<file path="config.mk">
export PLATFORM = sky130hd
export DESIGN_NAME = lsfsq_top
export DESIGN_NICKNAME = d
export VERILOG_FILES = /design/src/logic/lsfsq_pkg.sv /design/src/logic/lsfsq_sync.sv /design/src/logic/lsfsq_top.sv
export VERILOG_INCLUDE_DIRS = /design/src /design/src/logic
export SDC_FILE = /design/constraint.sdc
export NUM_CORES = 1
export LEC_CHECK = 0
export BUFFER_PORTS_ARGS = -buffer_cell sky130_fd_sc_hd__buf_4
export CAP_MARGIN = 10
export CORE_AREA = 3 3 209 211
export CTS_BUF_LIST = sky130_fd_sc_hd__clkbuf_2 sky130_fd_sc_hd__clkbuf_4 sky130_fd_sc_hd__clkbuf_8
export CTS_CLUSTER_DIAMETER = 30
export DETAILED_ROUTE_END_ITERATION = 10
export DIE_AREA = 0 0 212 214
export GPL_TIMING_DRIVEN = 0
export SETUP_SLACK_MARGIN = 0.05
export SYNTH_ARGS = -nofsm -noshare
export SYNTH_HDL_FRONTEND = slang
export SYNTH_SLANG_ARGS = --single-unit
</file>
<file path="constraint.sdc">
create_clock -name i_core_clk -period 3 [get_ports i_core_clk]
set_input_delay 0.3 -clock i_core_clk [delete_from_list [all_inputs] [get_ports i_core_clk]]
set_output_delay 0.3 -clock i_core_clk [all_outputs]
set_load 0.01 [all_outputs]
</file>
<file path="src/logic/lsfsq_defines.svh">
`ifndef LSFSQ_DEFINES_SVH
`define LSFSQ_DEFINES_SVH
// =============================================================
// Sizes and reset values
// =============================================================
`define LSFSQ_LANES       4
`define LSFSQ_MON_W       16
`define LSFSQ_TX_ATTRS    4
`define LSFSQ_RST_FLAGS   4'h0
`define LSFSQ_RST_CTRL    4'h0
// Monitored transmit attribute positions in the attribute index.
`define LSFSQ_ATTR_BIAS   0
`define LSFSQ_ATTR_POWER  1
`define LSFSQ_ATTR_TEMP   2
`define LSFSQ_ATTR_VOLT   3
`endif

</file>
<file path="src/logic/lsfsq_pkg.sv">
// =============================================================
// Types
// =============================================================
package lsfsq_pkg;
    typedef logic [3:0]  lsfsq_lane_t;
    typedef logic [15:0] lsfsq_mon_t;
endpackage

</file>
<file path="src/logic/lsfsq_sync.sv">
`timescale 1ns/1ps
`include "lsfsq_defines.svh"
// =============================================================
// Two-stage synchroniser for a lane-wide group of pin levels
// =============================================================
module lsfsq_sync
    import lsfsq_pkg::*;
(
    // Clock and reset.
    input  wire logic        i_core_clk,
    input  wire logic        i_reset_n,
    // Asynchronous levels in, synchronised levels out.
    input  wire lsfsq_lane_t i_async,
    output lsfsq_lane_t      o_sync
);
    typedef struct packed {
        lsfsq_lane_t first;
        lsfsq_lane_t second;
    } lsfsq_sync_t;

    lsfsq_sync_t state;
    lsfsq_sync_t next_state;

    // The second stage alone reads the first stage.
    always_comb begin
        next_state        = state;
        next_state.first  = i_async;
        next_state.second = state.first;
    end

    // State register.
    always_ff @(posedge i_core_clk or negedge i_reset_n) begin
        if (!i_reset_n) begin
            state <= '0;
        end else begin
            state <= next_state;
        end
    end

    assign o_sync = state.second;
endmodule

</file>
<file path="src/logic/lsfsq_top.sv">
`timescale 1ns/1ps
`include "lsfsq_defines.svh"
// Summary of operation
// - Out-of-threshold transmit bias, power, temperature or supply sets a sticky alarm flag.
// - Transmit input signal loss or transmitter fault sets a per-lane flag.
// - Receive optical input signal loss sets a per-lane flag.
// - Flags stay set after the cause has gone away.
// - Each flag group has a per-lane mask that blocks its interrupt.
// - A host read strobe of a flag group clears that group.
// - Transmit output squelches on input loss unless squelch is disabled.
// - Transmit lane is disabled on fault or host deactivation.
// - Receive output squelches on optical loss unless squelch is disabled.
// - Receive output squelches whenever the host deactivates the lane.
// - An interrupt output tells the host of alarm, loss or fault.
// - Status, flags and receive power monitor values are readable on output ports.
// - Per-lane disable and squelch-disable controls are host writable.
// - Four transmit and four receive lanes, independent except for the shared temperature and supply alarms.
// - Receive power is compared to thresholds and readable.
// - The management port is a target only; the host starts transfers.
module lsfsq_top
    import lsfsq_pkg::*;
(
    // Clock and reset.
    input  wire logic        i_core_clk,
    input  wire logic        i_reset_n,
    // Lane status pins from the analog front ends (asynchronous).
    input  wire lsfsq_lane_t i_tx_signal_loss_detect,
    input  wire lsfsq_lane_t i_tx_fault,
    input  wire lsfsq_lane_t i_rx_signal_loss_detect,
    // Monitor values from the converters (core clock domain).
    input  wire lsfsq_mon_t  i_tx_bias     [4],
    input  wire lsfsq_mon_t  i_tx_power    [4],
    input  wire lsfsq_mon_t  i_temp,
    input  wire lsfsq_mon_t  i_volt,
    input  wire lsfsq_mon_t  i_rx_power    [4],
    // Alarm thresholds, index is attribute (bias, power, temp, volt).
    input  wire lsfsq_mon_t  i_tx_thr_lo   [4],
    input  wire lsfsq_mon_t  i_tx_thr_hi   [4],
    input  wire lsfsq_mon_t  i_rx_thr_lo,
    input  wire lsfsq_mon_t  i_rx_thr_hi,
    // Host controls from the management target logic.
    input  wire lsfsq_lane_t i_tx_lane_disable,
    input  wire lsfsq_lane_t i_tx_squelch_disable,
    input  wire lsfsq_lane_t i_rx_lane_disable,
    input  wire lsfsq_lane_t i_rx_squelch_disable,
    input  wire lsfsq_lane_t i_tx_loss_mask,
    input  wire lsfsq_lane_t i_tx_fault_mask,
    input  wire lsfsq_lane_t i_rx_loss_mask,
    input  wire lsfsq_lane_t i_tx_alarm_mask,
    input  wire lsfsq_lane_t i_rx_alarm_mask,
    // Flag group read strobes, one cycle each.
    input  wire logic        i_rd_tx_flags,
    input  wire logic        i_rd_rx_flags,
    input  wire logic        i_rd_alarm_flags,
    // Latched flags and live status for host reads.
    output lsfsq_lane_t      o_tx_loss_flag,
    output lsfsq_lane_t      o_tx_fault_flag,
    output lsfsq_lane_t      o_rx_loss_flag,
    output lsfsq_lane_t      o_tx_alarm_flag,
    output lsfsq_lane_t      o_rx_alarm_flag,
    output lsfsq_lane_t      o_tx_status,
    output lsfsq_lane_t      o_rx_status,
    output lsfsq_mon_t       o_rx_power_rb [4],
    // Datapath controls and interrupt.
    output lsfsq_lane_t      o_tx_squelch,
    output lsfsq_lane_t      o_tx_disable,
    output lsfsq_lane_t      o_rx_squelch,
    output logic             o_int_n
);
    // =============================================================
    // Pin synchronisers
    // =============================================================
    lsfsq_lane_t tx_loss_s;
    lsfsq_lane_t tx_fault_s;
    lsfsq_lane_t rx_loss_s;

    lsfsq_sync u_sync_txl (
        .i_core_clk (i_core_clk),
        .i_reset_n  (i_reset_n),
        .i_async    (i_tx_signal_loss_detect),
        .o_sync     (tx_loss_s)
    );
    lsfsq_sync u_sync_txf (
        .i_core_clk (i_core_clk),
        .i_reset_n  (i_reset_n),
        .i_async    (i_tx_fault),
        .o_sync     (tx_fault_s)
    );
    lsfsq_sync u_sync_rxl (
        .i_core_clk (i_core_clk),
        .i_reset_n  (i_reset_n),
        .i_async    (i_rx_signal_loss_detect),
        .o_sync     (rx_loss_s)
    );

    // =============================================================
    // Threshold comparison
    // =============================================================
    // True when a value lies outside its low and high limits.
    function automatic logic out_of_range(lsfsq_mon_t v, lsfsq_mon_t lo, lsfsq_mon_t hi);
        return (v < lo) || (v > hi);
    endfunction

    lsfsq_lane_t tx_alarm_now;
    lsfsq_lane_t rx_alarm_now;

    // Each lane compares its own attributes; temp and volt are shared.
    genvar g;
    generate
        for (g = 0; g < `LSFSQ_LANES; g++) begin : g_cmp
            assign tx_alarm_now[g] =
                out_of_range(i_tx_bias[g], i_tx_thr_lo[`LSFSQ_ATTR_BIAS],
                             i_tx_thr_hi[`LSFSQ_ATTR_BIAS]) ||
                out_of_range(i_tx_power[g], i_tx_thr_lo[`LSFSQ_ATTR_POWER],
                             i_tx_thr_hi[`LSFSQ_ATTR_POWER]) ||
                out_of_range(i_temp, i_tx_thr_lo[`LSFSQ_ATTR_TEMP],
                             i_tx_thr_hi[`LSFSQ_ATTR_TEMP]) ||
                out_of_range(i_volt, i_tx_thr_lo[`LSFSQ_ATTR_VOLT],
                             i_tx_thr_hi[`LSFSQ_ATTR_VOLT]);
            assign rx_alarm_now[g] =
                out_of_range(i_rx_power[g], i_rx_thr_lo, i_rx_thr_hi);
        end
    endgenerate

    // =============================================================
    // State
    // =============================================================
    typedef struct packed {
        lsfsq_lane_t tx_loss_flag;
        lsfsq_lane_t tx_fault_flag;
        lsfsq_lane_t rx_loss_flag;
        lsfsq_lane_t tx_alarm_flag;
        lsfsq_lane_t rx_alarm_flag;
        lsfsq_lane_t tx_status;
        lsfsq_lane_t rx_status;
        lsfsq_mon_t  rxp0;
        lsfsq_mon_t  rxp1;
        lsfsq_mon_t  rxp2;
        lsfsq_mon_t  rxp3;
        lsfsq_lane_t tx_squelch;
        lsfsq_lane_t tx_disable;
        lsfsq_lane_t rx_squelch;
        logic        int_n;
    } lsfsq_state_t;

    lsfsq_state_t state;
    lsfsq_state_t next_state;
    lsfsq_lane_t  pend;

    // Sticky flags: a read clears a group, a new event in that cycle wins.
    always_comb begin
        next_state = state;
        next_state.tx_loss_flag  = (i_rd_tx_flags ? 4'h0 : state.tx_loss_flag)
                                 | tx_loss_s;
        next_state.tx_fault_flag = (i_rd_tx_flags ? 4'h0 : state.tx_fault_flag)
                                 | tx_fault_s;
        next_state.rx_loss_flag  = (i_rd_rx_flags ? 4'h0 : state.rx_loss_flag)
                                 | rx_loss_s;
        next_state.tx_alarm_flag = (i_rd_alarm_flags ? 4'h0 : state.tx_alarm_flag)
                                 | tx_alarm_now;
        next_state.rx_alarm_flag = (i_rd_alarm_flags ? 4'h0 : state.rx_alarm_flag)
                                 | rx_alarm_now;
        next_state.tx_status = tx_loss_s | tx_fault_s;
        next_state.rx_status = rx_loss_s;
        next_state.rxp0 = i_rx_power[0];
        next_state.rxp1 = i_rx_power[1];
        next_state.rxp2 = i_rx_power[2];
        next_state.rxp3 = i_rx_power[3];
        next_state.tx_squelch = tx_loss_s & ~i_tx_squelch_disable;
        next_state.tx_disable = tx_fault_s | i_tx_lane_disable;
        next_state.rx_squelch = (rx_loss_s & ~i_rx_squelch_disable)
                              | i_rx_lane_disable;
        next_state.int_n = ~|pend;
    end

    // Unmasked pending flags, taken from the next flag values.
    assign pend = (next_state.tx_loss_flag & ~i_tx_loss_mask)
                | (next_state.tx_fault_flag & ~i_tx_fault_mask)
                | (next_state.rx_loss_flag & ~i_rx_loss_mask)
                | (next_state.tx_alarm_flag & ~i_tx_alarm_mask)
                | (next_state.rx_alarm_flag & ~i_rx_alarm_mask);

    // State register; the interrupt idles released.
    always_ff @(posedge i_core_clk or negedge i_reset_n) begin
        if (!i_reset_n) begin
            state       <= '0;
            state.int_n <= 1'b1;
        end else begin
            state <= next_state;
        end
    end

    // =============================================================
    // Outputs
    // =============================================================
    assign o_tx_loss_flag   = state.tx_loss_flag;
    assign o_tx_fault_flag  = state.tx_fault_flag;
    assign o_rx_loss_flag   = state.rx_loss_flag;
    assign o_tx_alarm_flag  = state.tx_alarm_flag;
    assign o_rx_alarm_flag  = state.rx_alarm_flag;
    assign o_tx_status      = state.tx_status;
    assign o_rx_status      = state.rx_status;
    assign o_rx_power_rb[0] = state.rxp0;
    assign o_rx_power_rb[1] = state.rxp1;
    assign o_rx_power_rb[2] = state.rxp2;
    assign o_rx_power_rb[3] = state.rxp3;
    assign o_tx_squelch     = state.tx_squelch;
    assign o_tx_disable     = state.tx_disable;
    assign o_rx_squelch     = state.rx_squelch;
    assign o_int_n          = state.int_n;
endmodule

</file>
Yosys cells after proc, flatten, opt, wreduce, memory -nomap -nowiden
Cells that the tools add are included.
{"block": "totals", "regBits": 129, "out_inout_bits": 105}
{"block": "classes", "magnitude_cmp": 28, "muxes": 5, "bitwise_logic": 26, "n_reduce_logical": 28}
{"op": "> comparator 16 bit", "n": 14}
{"op": "less-than comparator 16 bit", "n": 14}
{"op": "OR 4 bit", "n": 12}
{"op": "bitwise AND 4 bit", "n": 7}
{"op": "inverter 4 bit", "n": 7}
{"op": "logical OR 1 bit", "n": 26}
{"op": "2-to-1 mux 4 bit", "n": 5}
{"op": "OR reduction 4 bit", "n": 1}
{"op": "zero test 1 bit", "n": 1}

Longest topological paths before layout
{"block": "logic_depth", "ltp_word": 11, "depth_mapped": 11}

Modules after synthesis
Synthesis repeated with hierarchy kept, for this count alone.
{"block": "hier_totals", "hier_cells": 1448, "hier_area_um2": 13427.9}
{"mod": "lsfsq_top", "n_inst": 1, "cells_each": 1424, "area_per_inst_um2": 12827.3, "seq_area_each_um2": 2628.8}
{"mod": "lsfsq_sync", "n_inst": 3, "cells_each": 8, "area_per_inst_um2": 200.2, "seq_area_each_um2": 200.2}

Least setup slack after synthesis
OpenSTA, ideal clock, no wires.
{"block": "synth_path", "path_type": "in2reg", "from": "in i_tx_thr_hi[30] (netlist bit)", "to": "reg state, in the netlist o_int_n", "arrival_time_ps": 2523, "t_required_ps": 2895, "path_slack_ps": 373, "cell_stages": 11, "n_path_buf": 0, "path_cell_list": "inv_1 > ha_1 > a21oi_2 > nand2_1 > a221o_1 > o31a_1 > a31oi_2 > o221ai_2 > a2111oi_2 > o311ai_1 > a2111oi_2"}
{"item": "start, declared", "line": "lsfsq_top.sv:38", "text": "input wire lsfsq_mon_t i_tx_thr_hi [4],"}
{"item": "end signal, assigned", "line": "lsfsq_top.sv:189", "text": "state <= next_state;"}
{"item": "end, declared", "line": "lsfsq_top.sv:146", "text": "lsfsq_state_t state;"}

==> impl_results.html <==
<table>
<tr><th>Metric</th><th>Value</th></tr>
<tr><th colspan="2">Setup path</th></tr>
<tr><td>Largest fanout on the critical path</td><td>3</td></tr>
<tr><td>R2R cell count</td><td>7</td></tr>
<tr><td>Category of the most critical setup path</td><td>primary input to register</td></tr>
<tr><td>Kind of cell with the highest combined delay on the critical path</td><td>compound AO/OA/AOI/OAI gates</td></tr>
<tr><td>Critical path origin</td><td>i_rx_power[13]</td></tr>
<tr><td>Crit path max-delay cell type</td><td>sky130_fd_sc_hd__dlygate4sd3_1</td></tr>
<tr><td>R2r startpoint</td><td>o_rx_alarm_flag[2]$_DFF_PN0_</td></tr>
<tr><td>Largest stage delay on the critical path</td><td>between 0.5 and 0.6 ns</td></tr>
<tr><td>Critical path buffer and inverter count</td><td>2</td></tr>
<tr><td>End of the worst register-to-register path</td><td>o_int_n$_DFF_PN1_</td></tr>
<tr><td>Register-to-register setup slack</td><td>roughly 0.6 ns</td></tr>
<tr><td>Chain of cells forming the critical path</td><td>dlygate4sd3_1, buf_4, ha_4, and3_1, nand4_1, or3_4, o31ai_2, o221ai_2, a22o_1, a2111o_1, a2111oi_4</td></tr>
<tr><td>Worst setup EP type</td><td>register</td></tr>
<tr><td>Worst endpoint required time</td><td>approximately 3.4 ns</td></tr>
<tr><td>Worst Path Arrival</td><td>3.26 ns</td></tr>
<tr><td>Startpoint class of the critical path</td><td>primary input</td></tr>
<tr><th colspan="2">Floorplanning</th></tr>
<tr><td># IOs</td><td>approximately 540</td></tr>
<tr><td>Site Rows</td><td>75</td></tr>
<tr><td>DIE WIDTH</td><td>between 200 and 250 um</td></tr>
<tr><td>Placeable Area</td><td>~0.042 sq mm</td></tr>
<tr><td>Die ar.</td><td>roughly 0.045 sq mm</td></tr>
<tr><td>Chip height</td><td>around 210 um</td></tr>
<tr><td>Starting density of the core</td><td>0.320</td></tr>
<tr><th colspan="2">Power and ir drop</th></tr>
<tr><td>Switching share of power</td><td>0.367</td></tr>
<tr><td>Proportion of power drawn by flip-flops and latches</td><td>0.331</td></tr>
<tr><td>Design internal power</td><td>roughly 3.6 mW</td></tr>
<tr><td>Leak Pwr</td><td>10.4 nW</td></tr>
<tr><td>Clock power frac</td><td>0.263</td></tr>
<tr><td>Combinational Power Share</td><td>0.406</td></tr>
<tr><td>Total net switching power</td><td>2.07 mW</td></tr>
<tr><td>Peak VDD IR</td><td>approximately 0.25 mV</td></tr>
<tr><td>Total Power Consumption</td><td>5.64 mW</td></tr>
<tr><td>Pwr Density</td><td>287 mW/mm^2</td></tr>
<tr><th colspan="2">Synth</th></tr>
<tr><td>Fraction of the mapped netlist area in adder cells</td><td>0.404</td></tr>
<tr><td>Simple-Gate Fraction of Synth Area</td><td>0.114</td></tr>
<tr><td>Post-Synth XOR/XNOR Area</td><td>0</td></tr>
<tr><td>Post-synth top flop</td><td>sky130_fd_sc_hd__dfrtp_1</td></tr>
<tr><td>Sequential fraction of the synthesis area</td><td>0.240</td></tr>
<tr><td>Summed instance area of the synthesized netlist</td><td>0.0134 sq mm</td></tr>
<tr><td>Mux cell area share after synthesis</td><td>0</td></tr>
<tr><td>Number of distinct standard cells referenced by the synthesized netlist</td><td>59</td></tr>
<tr><td>Synthesized netlist net count</td><td>2,311</td></tr>
<tr><td>Synth warnings</td><td>0</td></tr>
<tr><td>Post-synthesis sequential element count</td><td>about 130</td></tr>
<tr><td>Proportion of register bits with asynchronous set or reset after synthesis</td><td>1.00</td></tr>
<tr><td>Gate count after technology mapping</td><td>about 1.4k</td></tr>
<tr><td>Dominant combinational cell family by area after synthesis</td><td>adder cells</td></tr>
<tr><td>Number of synthesized flops with an enable pin</td><td>0</td></tr>
<tr><td>Post-synthesis area per instance</td><td>around 9.3 sq um</td></tr>
<tr><td>Compound-Gate Fraction of Synth Area</td><td>0.186</td></tr>
<tr><th colspan="2">Route</th></tr>
<tr><td># DRC</td><td>0</td></tr>
<tr><td>Number of nets with antenna violations after routing</td><td>0</td></tr>
<tr><td>Initial detailed-routing violation count</td><td>between 600 and 700</td></tr>
<tr><td>Total via count after detailed routing</td><td>about 14k</td></tr>
<tr><td>Overall routed net length</td><td>roughly 54,000 um</td></tr>
<tr><td>Post-DR wirelength/cell</td><td>20.2 um</td></tr>
<tr><td>Vias per inst</td><td>5.18</td></tr>
<tr><td>Detailed Routing Iterations Pass 1</td><td>5</td></tr>
<tr><th colspan="2">CTS</th></tr>
<tr><td>Clock tree sinks</td><td>around 130</td></tr>
<tr><td>Buffer cell driving the clock tree root</td><td>sky130_fd_sc_hd__clkbuf_8</td></tr>
<tr><td>Number of buffers created by CTS</td><td>17</td></tr>
<tr><td>TritonCTS clock tree</td><td>yes</td></tr>
<tr><td>Clock transition time at the flip-flop clock pins of the worst setup and hold paths</td><td>about 0.11 ns</td></tr>
<tr><td>Number of buffers on the longest clock path</td><td>2</td></tr>
<tr><td>Clk Latency, worst-skew pair</td><td>roughly 0.5 ns</td></tr>
<tr><td>H-tree level count</td><td>4</td></tr>
<tr><th colspan="2">Min path</th></tr>
<tr><td>Worst hold path cell count</td><td>2</td></tr>
<tr><td>Worst hold path type</td><td>primary input to register</td></tr>
<tr><td>End of the worst hold path</td><td>o_rx_squelch[1]$_DFF_PN0_</td></tr>
<tr><td>Min-delay src</td><td>i_rx_lane_disable[1]</td></tr>
<tr><th colspan="2">Timing</th></tr>
<tr><td>Number of pins with negative max-slew slack in the final report</td><td>0</td></tr>
<tr><td>Number of failing setup endpoints in the final timing report</td><td>0</td></tr>
<tr><td>Accumulated negative setup slack</td><td>0 ns</td></tr>
<tr><td>Time the worst path needs with I/O delays and setup</td><td>around 2.9 ns</td></tr>
<tr><td>Crit share post-route</td><td>0.954</td></tr>
<tr><td>Transition at the pin with the smallest max-transition slack</td><td>between 0.8 and 0.9 ns</td></tr>
<tr><td>Clock skew after layout</td><td>a little over 0.03 ns</td></tr>
<tr><td>Unrepaired setup endpoints after global routing</td><td>false</td></tr>
<tr><td>Worst slew slack as a fraction of its limit</td><td>0.408</td></tr>
<tr><td>Crit path setup slack, layout</td><td>~0.14 ns</td></tr>
<tr><td>Hold Violations, Final</td><td>0</td></tr>
<tr><td>Maximum frequency from static timing analysis</td><td>approximately 350 MHz</td></tr>
<tr><th colspan="2">GRT</th></tr>
<tr><td>Pin count of the biggest net entering global routing</td><td>85</td></tr>
<tr><td>Antenna violations before repair</td><td>4</td></tr>
<tr><td>Global-route total usage across every layer</td><td>0.228</td></tr>
<tr><td>Global-route wire length before repair</td><td>approximately 80,000 um</td></tr>
<tr><td>Total congestion overflow after global routing</td><td>0</td></tr>
<tr><td>Number of global-route vias before repair</td><td>between 10k and 15k</td></tr>
<tr><th colspan="2">Placement</th></tr>
<tr><td>Placed wire-length estimate</td><td>around 46,000 um</td></tr>
<tr><td>Worst-case setup slack after placement</td><td>-0.486 ns</td></tr>
<tr><td>Number of buffer cells added on primary ports</td><td>between 500 and 600</td></tr>
<tr><td>Final GP Congestion</td><td>around 0.96</td></tr>
<tr><th colspan="2">Job</th></tr>
<tr><td>Max-capacitance violation count</td><td>0</td></tr>
<tr><th colspan="2">Cells and area</th></tr>
<tr><td>Filler cell count in the final layout</td><td>3,957</td></tr>
<tr><td>Total Nets Final</td><td>roughly 3.0k</td></tr>
<tr><td>P&amp;R area growth vs syn</td><td>46.6%</td></tr>
<tr><td>Layout cells sized above 1</td><td>0.296</td></tr>
<tr><th colspan="2">Outcome</th></tr>
<tr><td>Outcome</td><td>completed</td></tr>
</table>
-- sequential cells by signal, indices dropped and copies added, names as in the netlist --
register,count
o_tx_disable,4
o_int_n,1
o_rx_status,4
o_rx_loss_flag,4
u_sync_txl.next_state,4
o_rx_power_rb,64
o_tx_loss_flag,4
o_rx_alarm_flag,4
u_sync_txf.o_sync,4
o_tx_alarm_flag,4
u_sync_txf.next_state,4
o_tx_squelch,4
o_tx_fault_flag,4
o_tx_status,4
u_sync_rxl.o_sync,4
o_rx_squelch,4
u_sync_rxl.next_state,4
u_sync_txl.o_sync,4
-- synth_stat cells (3+ instances only) --
master,instances,area share
sky130_fd_sc_hd__nand2_1,67,0.019
sky130_fd_sc_hd__a21o_1,60,0.034
sky130_fd_sc_hd__o211ai_1,14,0.0078
sky130_fd_sc_hd__dfrtp_1,128,0.24
sky130_fd_sc_hd__a21oi_1,147,0.055
sky130_fd_sc_hd__a221oi_1,7,0.0046
sky130_fd_sc_hd__a2111oi_0,12,0.0078
sky130_fd_sc_hd__or4_1,4,0.0022
sky130_fd_sc_hd__nor2_1,39,0.011
sky130_fd_sc_hd__o221ai_1,3,0.0020
sky130_fd_sc_hd__inv_1,196,0.055
sky130_fd_sc_hd__o21ai_0,55,0.020
sky130_fd_sc_hd__o21bai_1,4,0.0022
sky130_fd_sc_hd__nor4_1,7,0.0033
sky130_fd_sc_hd__a21boi_0,4,0.0022
sky130_fd_sc_hd__and4_1,5,0.0033
sky130_fd_sc_hd__nor3b_1,3,0.0017
sky130_fd_sc_hd__o21ai_1,6,0.0022
sky130_fd_sc_hd__nor2b_1,31,0.014
sky130_fd_sc_hd__nand4_1,64,0.030
sky130_fd_sc_hd__ha_1,434,0.40
sky130_fd_sc_hd__a221o_1,3,0.0022
sky130_fd_sc_hd__o31ai_1,3,0.0017
sky130_fd_sc_hd__nand3_1,26,0.0097
sky130_fd_sc_hd__a41oi_1,4,0.0026
sky130_fd_sc_hd__and2_0,3,0.0014
sky130_fd_sc_hd__o22ai_1,7,0.0033
sky130_fd_sc_hd__o21a_1,7,0.0039
sky130_fd_sc_hd__nand2b_1,9,0.0042
sky130_fd_sc_hd__a211oi_1,23,0.013
sky130_fd_sc_hd__and3_1,4,0.0019
sky130_fd_sc_hd__or2_2,9,0.0042
sky130_fd_sc_hd__nor3_1,14,0.0052
sky130_fd_sc_hd__o41ai_1,5,0.0033
-- stage by stage --
step	util	area (sq um)	hold WS (ns)	instances
after floorplan	-	13400	0.00441	1440
after global placement	0.433	18200	0.332	2520
after detailed placement	0.434	18200	0.256	2521
after CTS	0.463	19400	0.00134	2638
after global routing	0.469	19700	0.00852	2646
final	0.469	19700	0.0487	2646
-- worst max path at each step --
stage | to | slack (ns) | cells after the start
after floorplan | o_int_n$_DFF_PN1_ | 0.37 | 11
after global placement | o_int_n$_DFF_PN1_ | -0.51 | 12
after detailed placement | o_int_n$_DFF_PN1_ | -0.49 | 12
after CTS | o_int_n$_DFF_PN1_ | 0.06 | 12
after global routing | o_int_n$_DFF_PN1_ | 0.05 | 11
final | o_int_n$_DFF_PN1_ | 0.14 | 11
-- cells in the final DEF, fill, tap and decap left out, drive strengths merged, types with 5 or more instances in the layout --
cell type,n
dlygate4sd3,84
clkinvlp,7
o22ai,7
a211oi,23
o21a,7
ha,434
nand4,64
clkbuf,17
o41ai,5
dfrtp,128
o211ai,14
inv,203
or2,9
a21o,60
nand2b,9
nand3,26
nor4,7
and4,5
o21ai,61
a21oi,148
nand2,67
nor2b,31
buf,545
a21boi,6
nor2,39
a221oi,7
nor3,14
a2111oi,14
-- final cells by class --
| class | instances | area, sq um | share of cell area |
|---|---|---|---|
| clock buffer | 17 | 234 | 0.0119 |
| tap | 539 | 674 | 0.0343 |
| sequential | 129 | 3230 | 0.164 |
| inverter | 197 | 754 | 0.0383 |
| antenna | 4 | 10.0 | 0.000508 |
| timing repair buffer | 631 | 4990 | 0.254 |
| clock inverter | 15 | 138 | 0.00699 |
| multi-input combinational | 1114 | 9660 | 0.491 |
-- power by group through the flow --
stage / Clock [mW] / Sequential (mW) / Combinational, mW
finish: 1.48 / 1.87 / 2.29
global route: 1.59 / 1.88 / 2.57
CTS: 1.52 / 1.87 / 2.24
detailed placement: 0 / 1.90 / 2.13
global placement: 0 / 1.90 / 2.06
floorplan: 0 / 1.93 / 1.00
-- per-layer routing --
| metal | vias to the layer above | track usage | share of wire |
|---|---|---|---|
| met2 | 539 | 0.404 | 0.49 |
| met3 | 75 | 0.0551 | 0.078 |
| met4 | 0 | 0.0690 | 0.025 |
| met1 | 6419 | 0.271 | 0.41 |
| met5 | - | 0 | 0 |
| li1 | 6680 | - | - |
-- repair_timing --
action | in CTS | in global routing
setup endpoints to repair | 0 | 1
hold buffers | 85 | 1
buffers inserted | 0 | 3
endpoints found under the hold margin | 129 | 1
resized for setup | 0 | 42
-- cells by family after synthesis --
family | after synthesis
compound gates | 390
fa+ha+maj | 434
buf+inv | 197
flops | 129
simple gates | 290
(Power assumes the default switching activity.)
